### src/core/shs_pkg.sv
// shared types and constants for the sync header stream framer
package shs_pkg;
   // block geometry: 2-bit header plus 64 scrambled data bits
   localparam int SH_BITS = 2;
   localparam int DATA_BITS = 64;
   localparam int BLK_BITS = SH_BITS + DATA_BITS;
   localparam int MB_BLOCKS = 32;
   localparam int E_FIXED = 1;
   // local extended multiblock period, in blocks and in serial bit periods
   localparam int LEMC_BLOCKS = MB_BLOCKS * E_FIXED;
   localparam int LEMC_BITS = BLK_BITS * LEMC_BLOCKS;
   localparam logic [4:0] LAST_BLOCK = 5'h1f;
   localparam logic [7:0] E_SUPPORTED = 8'h01;

   // header as {bit1, bit0}; bit0 goes out first
   localparam logic [1:0] SH_FOR_ONE = 2'h2;
   localparam logic [1:0] SH_FOR_ZERO = 2'h1;

   // stream layout in crc-12 mode
   localparam logic [31:0] STREAM_FIXED_ONES = 32'h80a88888;
   localparam int EOEMB_POS = 22;
   localparam int EOMB_FIRST_POS = 27;
   localparam int CRC_GROUPS = 4;
   localparam int CRC_GROUP_BITS = 3;
   localparam int CRC_GROUP_STRIDE = 4;

   // crc-12 generator, explicit x^12 dropped (0x987 in implicit-one notation)
   localparam int CRC_W = 12;
   localparam logic [11:0] CRC_POLY = 12'h30f;
   localparam logic [11:0] CRC_RESET = 12'h000;

   // self-synchronous scrambler 1 + x^39 + x^58
   localparam int SCR_W = 58;
   localparam int SCR_TAP_A = 38;
   localparam int SCR_TAP_B = 57;
   localparam logic [57:0] SCR_RESET = 58'h0;

   typedef struct packed {
      logic [65:0] blk;
      logic [4:0] idx;
      logic lemc_edge;
   } tx_out_t;

   typedef struct packed {
      logic sysref_q;
      logic [4:0] cnt;
      logic [11:0] crc;
      logic [11:0] parity;
      logic cfg_bad;
      tx_out_t out;
   } framer_state_t;

   typedef struct packed {
      logic [57:0] lfsr;
   } scr_state_t;
endpackage : shs_pkg

### src/core/crc12_step.sv
// crc-12 update over one 64-bit block, first bit sent is data[63]
`timescale 1ns/100ps
module crc12_step
(
   input wire logic [11:0] crc_in,
   input wire logic [63:0] data,
   output logic [11:0] crc_out
);
   always_comb
   begin
      logic [11:0] s;
      logic fb;
      s = crc_in;
      fb = 1'b0;
      for (int i = shs_pkg::DATA_BITS - 1; i >= 0; i--)
      begin
         fb = data[i] ^ s[shs_pkg::CRC_W - 1];
         s = {s[10:0], 1'b0} ^ (fb ? shs_pkg::CRC_POLY : 12'h000);
      end
      crc_out = s;
   end
endmodule : crc12_step

### src/core/block_scrambler.sv
// self-synchronous scrambler for one 64-bit block per clock
`timescale 1ns/100ps
module block_scrambler
(
   input wire logic clk,
   input wire logic rst_b,
   input wire logic [63:0] data,
   output logic [63:0] scr
);
   shs_pkg::scr_state_t state;
   shs_pkg::scr_state_t next_state;

   always_comb
   begin
      logic [57:0] s;
      logic b;
      s = state.lfsr;
      b = 1'b0;
      scr = 64'h0;
      // bits are scrambled in send order, msb first
      for (int i = shs_pkg::DATA_BITS - 1; i >= 0; i--)
      begin
         b = data[i] ^ s[shs_pkg::SCR_TAP_A] ^ s[shs_pkg::SCR_TAP_B];
         scr[i] = b;
         s = {s[56:0], b};
      end
      next_state.lfsr = s;
   end

   always_ff @(posedge clk or negedge rst_b)
   begin
      if (!rst_b)
         state.lfsr <= shs_pkg::SCR_RESET;
      else
         state <= next_state;
   end
endmodule : block_scrambler

### src/core/shs_framer.sv
// transmit framer: multiblocks, lemc, sync header stream with crc-12
// Function
// scramble block, prefix two-bit header
// thirty-two blocks per multiblock
// extended multiblock holds exactly one multiblock
// extended multiblock holds whole frames
// sysref resets local extended multiblock clock
// lemc period is 66*32*E bit periods
// continuous sysref divides multiblock clock
// header always 01 or 10
// receiver finds block boundary by transitions
// receiver treats 00/11 as misalignment
// header bits form 32-bit stream
// block n carries stream bit n
// stream ends with 00001
// bit 22 marks extended multiblock end
// end-of-extended bit set every multiblock
// only crc-12 stream mode generated
// parity bits in 0-2,4-6,8-10,12-14
// command bits and 27-30 are zero
// fixed ones at 3,7,11,15,19,21,23,31
// crc-12 over 2048 scrambled data bits
// crc cleared before each multiblock
// parity sent in the following multiblock
// receiver compares parity with next multiblock
// receiver detection latency at least 46 blocks
// receiver confirms pilot over several multiblocks
`timescale 1ns/100ps
module shs_framer
(
   input wire logic clk,
   input wire logic rst_b,
   input wire logic sysref,
   input wire logic [63:0] data_in,
   input wire logic [7:0] emb_len_req,
   output logic [65:0] blk_out,
   output logic [4:0] blk_idx,
   output logic lemc_edge,
   output logic cfg_unsupported
);
   shs_pkg::framer_state_t state;
   shs_pkg::framer_state_t next_state;

   logic [63:0] scr;
   logic [11:0] crc_upd;
   logic [11:0] crc_base;
   logic sysref_rise;
   logic [4:0] idx;
   logic [31:0] stream;

   block_scrambler u_scr
   (
      .clk(clk),
      .rst_b(rst_b),
      .data(data_in),
      .scr(scr)
   );

   // a block that starts a multiblock always begins from a cleared crc
   assign crc_base = (idx == 5'h00) ? shs_pkg::CRC_RESET : state.crc;

   crc12_step u_crc
   (
      .crc_in(crc_base),
      .data(scr),
      .crc_out(crc_upd)
   );

   // stream for the multiblock being sent, from the previous parity word
   function automatic logic [31:0] build_stream(input logic [11:0] par);
      logic [31:0] s;
      s = shs_pkg::STREAM_FIXED_ONES;
      s[shs_pkg::EOEMB_POS] = 1'b1;
      for (int g = 0; g < shs_pkg::CRC_GROUPS; g++)
      begin
         for (int j = 0; j < shs_pkg::CRC_GROUP_BITS; j++)
         begin
            s[g * shs_pkg::CRC_GROUP_STRIDE + j] = par[11 - g * shs_pkg::CRC_GROUP_BITS - j];
         end
      end
      return s;
   endfunction : build_stream

   assign sysref_rise = sysref && !state.sysref_q;
   // a sysref edge forces this block to be block 0 of a new multiblock
   assign idx = sysref_rise ? 5'h00 : state.cnt;
   assign stream = build_stream(state.parity);

   always_comb
   begin
      next_state = state;
      next_state.sysref_q = sysref;
      next_state.cnt = idx + 5'h01;
      next_state.crc = crc_upd;
      // an interrupted multiblock keeps the old parity word
      if (idx == shs_pkg::LAST_BLOCK)
      begin
         next_state.parity = crc_upd;
      end
      // only E = 1 is built; anything else is flagged, not honoured
      next_state.cfg_bad = (emb_len_req != shs_pkg::E_SUPPORTED);
      next_state.out.idx = idx;
      next_state.out.lemc_edge = (idx == 5'h00);
      next_state.out.blk[1:0] = stream[idx] ? shs_pkg::SH_FOR_ONE : shs_pkg::SH_FOR_ZERO;
      for (int i = 0; i < shs_pkg::DATA_BITS; i++)
      begin
         next_state.out.blk[shs_pkg::SH_BITS + i] = scr[shs_pkg::DATA_BITS - 1 - i];
      end
   end

   always_ff @(posedge clk or negedge rst_b)
   begin
      if (!rst_b)
      begin
         state.sysref_q <= 1'b0;
         state.cnt <= 5'h00;
         state.crc <= shs_pkg::CRC_RESET;
         state.parity <= shs_pkg::CRC_RESET;
         state.cfg_bad <= 1'b0;
         state.out.blk <= 66'h0;
         state.out.idx <= 5'h00;
         state.out.lemc_edge <= 1'b0;
      end
      else
      begin
         state <= next_state;
      end
   end

   assign blk_out = state.out.blk;
   assign blk_idx = state.out.idx;
   assign lemc_edge = state.out.lemc_edge;
   assign cfg_unsupported = state.cfg_bad;

   // helper: blocks since the last lemc edge, for the period check
   // a regular lemc edge reads 32 here; an edge forced by sysref is left out
   logic [7:0] gap;
   logic gap_valid;
   logic rise_d;

   always_ff @(posedge clk or negedge rst_b)
   begin
      if (!rst_b)
      begin
         gap <= 8'h00;
         gap_valid <= 1'b0;
         rise_d <= 1'b0;
      end
      else
      begin
         rise_d <= sysref_rise;
         if (lemc_edge)
         begin
            gap <= 8'h01;
            gap_valid <= !rise_d;
         end
         else if (gap != 8'hff)
         begin
            gap <= gap + 8'h01;
         end
      end
   end

   logic [1:0] sh;
   assign sh = blk_out[1:0];

   // send-order copy of the scrambled word, for the data placement check
   logic [63:0] scr_rev;
   always_comb
   begin
      for (int i = 0; i < shs_pkg::DATA_BITS; i++)
      begin
         scr_rev[i] = scr[shs_pkg::DATA_BITS - 1 - i];
      end
   end
endmodule : shs_framer

### config.mk
export PLATFORM = sky130hd
export DESIGN_NAME = shs_framer
export DESIGN_NICKNAME = d
export VERILOG_FILES = /design/src/core/shs_pkg.sv /design/src/core/crc12_step.sv /design/src/core/block_scrambler.sv /design/src/core/shs_framer.sv
export SDC_FILE = /design/constraint.sdc
export NUM_CORES = 1
export LEC_CHECK = 0
export ABC_CLOCK_PERIOD_IN_PS = 10520
export BUFFER_PORTS_ARGS = -buffer_cell sky130_fd_sc_hd__buf_2
export CELL_PAD_IN_SITES_DETAIL_PLACEMENT = 0
export CELL_PAD_IN_SITES_GLOBAL_PLACEMENT = 1
export CORE_ASPECT_RATIO = 0.7
export CORE_UTILIZATION = 50
export CTS_BUF_LIST = sky130_fd_sc_hd__clkbuf_4
export DETAILED_ROUTE_END_ITERATION = 7
export PLACE_DENSITY_LB_ADDON = 0.1
export SETUP_SLACK_MARGIN = 0.3
export SLEW_MARGIN = 20
export SYNTH_ARGS = -nofsm -noshare
export SYNTH_HDL_FRONTEND = slang
export SYNTH_HIERARCHICAL = 1
export SYNTH_SLANG_ARGS = --single-unit
### constraint.sdc
create_clock -name clk -period 10.52 [get_ports clk]
set_clock_uncertainty 0.05 [all_clocks]
set_input_delay 0.526 -clock clk [delete_from_list [all_inputs] [get_ports clk]]
set_output_delay 0.526 -clock clk [all_outputs]
set_load 0.005 [all_outputs]
==> flow_summary_export.csv <==
group,metric,value,unit
sta,fin_crit_sh,77.4,%
min_path,holdCritPathClass,"in -> reg",
clock_tree,clockBufferDepth,2,
sta,tns,0,ps
synthesis,synth_common_cells,"198 x xnor2_1, 161 x dfrtp_1, 76 x xnor3_1",
cells_and_area,area_growth,7.98,%
synthesis,synth_edf_count,0,
floorplanning,die_area,22200,sq um
clock_tree,cts.sinks,161,
synthesis,synthArstFlopShare,100,%
global_routing,grtUsageTotal,23.6,%
global_routing,antenna_found_initial,2,
floorplanning,die_height,125,um
sta,rsz0062_at_grt,"no",
sta,hold_viol_final,0,
cells_and_area,layout.nets,892,
placed_design,gp_congestion,0.889,
run_status,status,"finished, final reports clean",
clock_tree,cts_setup_buffers,0,
detailed_routing,ant_nets,0,
detailed_routing,drt_first_pass_iters,4,
cells_and_area,fin_cells,1105,
floorplanning,core_region_area,21000,sq um
setup_path,critical_path_arrival,8560,ps
clock_tree,htreeDepth,4,
placed_design,dp_cells,1068,
placed_design,port_buffers,147,
placed_design,dp_hpwl,19.9,mm
cells_and_area,final_util,55.6,%
synthesis,synth_area,10800,sq um
cells_and_area,drive_gt1_share,30.1,%
floorplanning,start_util,51.5,%
detailed_routing,wl,24.5,mm
clock_tree,clkSlewWorstSetupHoldPaths,150,ps
synthesis,yosys.area.top_type,"dfrtp_1",
job,maxCapViolCount,0,
sta,min_period,8140,ps
sta,worst_hold_slack,73.8,ps
detailed_routing,drt_iter0_markers,383,
global_routing,grt_max_degree,84,
synthesis,yosysWarnings,6,
synthesis,synthCells,722,
global_routing,grt_pass1_wl,36.6,mm
synthesis,synth_ff_type,"dfrtp_1",
sta,max_freq,0.123,GHz
synthesis,syn_nets,800,
synthesis,yosysTopAreaCellShare,37.3,%
synthesis,synth_cell_types,43,
floorplanning,fp-row-count,44,
setup_path,cp-end-kind,"register",
setup_path,start_kind,"input port",
detailed_routing,via_per_inst,4.91,
synthesis,syn_area_per_cell,15.0,sq um
synthesis,yosysMostFrequentCell,"xnor2_1",
setup_path,crit_fanout,13,
detailed_routing,vias,5422,
global_routing,grt-ovfl-total,0,
clock_tree,ctsResizeCount,0,
clock_tree,root_buffer,"clkbuf_4",
sta,setup_viol,0,
clock_tree,clk_latency,570,ps
sta,worst_slew_pin_slew,834,ps
clock_tree,hold_buffers,2,
synthesis,ys_seq_area_share,37.3,%
sta,slew_violations,0,
sta,slew_headroom,44.0,%
floorplanning,ios,148,
clock_tree,cts_made_buffers,17,
clock_tree,cts_tree,"done",
floorplanning,die_w,178,um
synthesis,synth_area_leaders,"dfrtp_1 37%, xnor2_1 16%, xnor3_1 16%, xnor3_2 5.5%, xor3_1 5.3%",
setup_path,crit_type,"in -> reg",
global_routing,grt_pass1_vias,5708,
setup_path,required,10940,ps
detailed_routing,drc,0,
synthesis,synth_seq_cells,161,
detailed_routing,routedWlPerCell,22.2,um
[worst paths after layout]
| check | start | endpoint | slack (ps) | cells past startpoint |
|---|---|---|---|---|
| max | sysref | state[84] | 2380 | 22 |
| min | emb_len_req[6] | cfg_unsupported | 70 | 3 |
| max reg2reg | state[102] | state[84] | 2540 | 20 |
| min reg2reg | state[80] | state[80] | 480 | 1 |
| max in group asynchronous | rst_b | u_scr/state[33] | 8740 | 3 |
| min in group asynchronous | rst_b | blk_out[55] | 490 | 2 |
[registers in the layout, summed over array words and instances, names as in the netlist]
signal           cells
blk_idx              5
blk_out             66
cfg_unsupported      1
lemc_edge            1
state               30
u_scr/state         58
[layout by cell type, fill, tap and decap left out, types with 5 or more instances in the layout]
cell type / instances
xnor2_1: 198
dfrtp_1: 161
buf_2: 146
xnor3_1: 76
xor2_1: 55
xnor3_2: 25
xor3_1: 24
clkbuf_4: 18
xnor2_2: 17
and2_1: 15
mux2_2: 12
inv_1: 7
nand2_1: 6
inv_6: 5
[cell families (layout without fill, tap and decap cells)]
group	Yosys count	in the layout	synth area share, %
fa+ha+maj	3	3	0.347
compound gates	16	16	1.10
simple gates	35	35	1.81
buf+inv	87	192	5.58
xor+xnor	406	406	52.4
flops	161	161	37.3
mux	14	14	1.45
other cells	0	2	0
[through the flow]
| stage | worst slack (ps) | instance area, sq um |
|---|---|---|
| after floorplan | 3110 | 10800 |
| after global placement | 2610 | 11300 |
| after detailed placement | 2380 | 11300 |
| after CTS | 2460 | 11600 |
| after global routing | 2060 | 11700 |
| final | 2380 | 11700 |
[final cells by class]
type | instances | area [sq um]
Fill cell | 1731 | 9310
Multi-Input combinational cell | 474 | 6170
Sequential cell | 161 | 4030
Timing Repair Buffer | 153 | 798
Tap cell | 276 | 345
Clock inverter | 14 | 155
Clock buffer | 18 | 135
Inverter | 7 | 26.3
Antenna cell | 2 | 5.00
[metal layers]
metal	up-vias	GRT usage, %	wire [um]
met2	174	32.1	10300
li1	2486	-	-
met4	0	5.88	299
met1	2743	37.2	11800
met5	-	0	0
met3	19	6.60	2080
[critical path, stage by stage]
cell           delay, ps
dlygate4sd3_1        530
buf_2                130
nand2b_1             240
nand2_1              150
ha_1                 220
o21ai_1              430
and2_1               250
xnor2_1              190
xnor3_2              590
xnor2_2              300
xnor3_2              500
xnor3_1              370
xnor3_1              430
xor2_1               450
xnor3_1              460
xnor3_2              440
xor3_2               430
xnor3_2              450
xnor2_2              270
xnor3_2              530
xor3_1               390
mux2_2               270
Power is not shown: default switching activity piles up to over one toggle a cycle in this logic, so the estimate is an artifact.
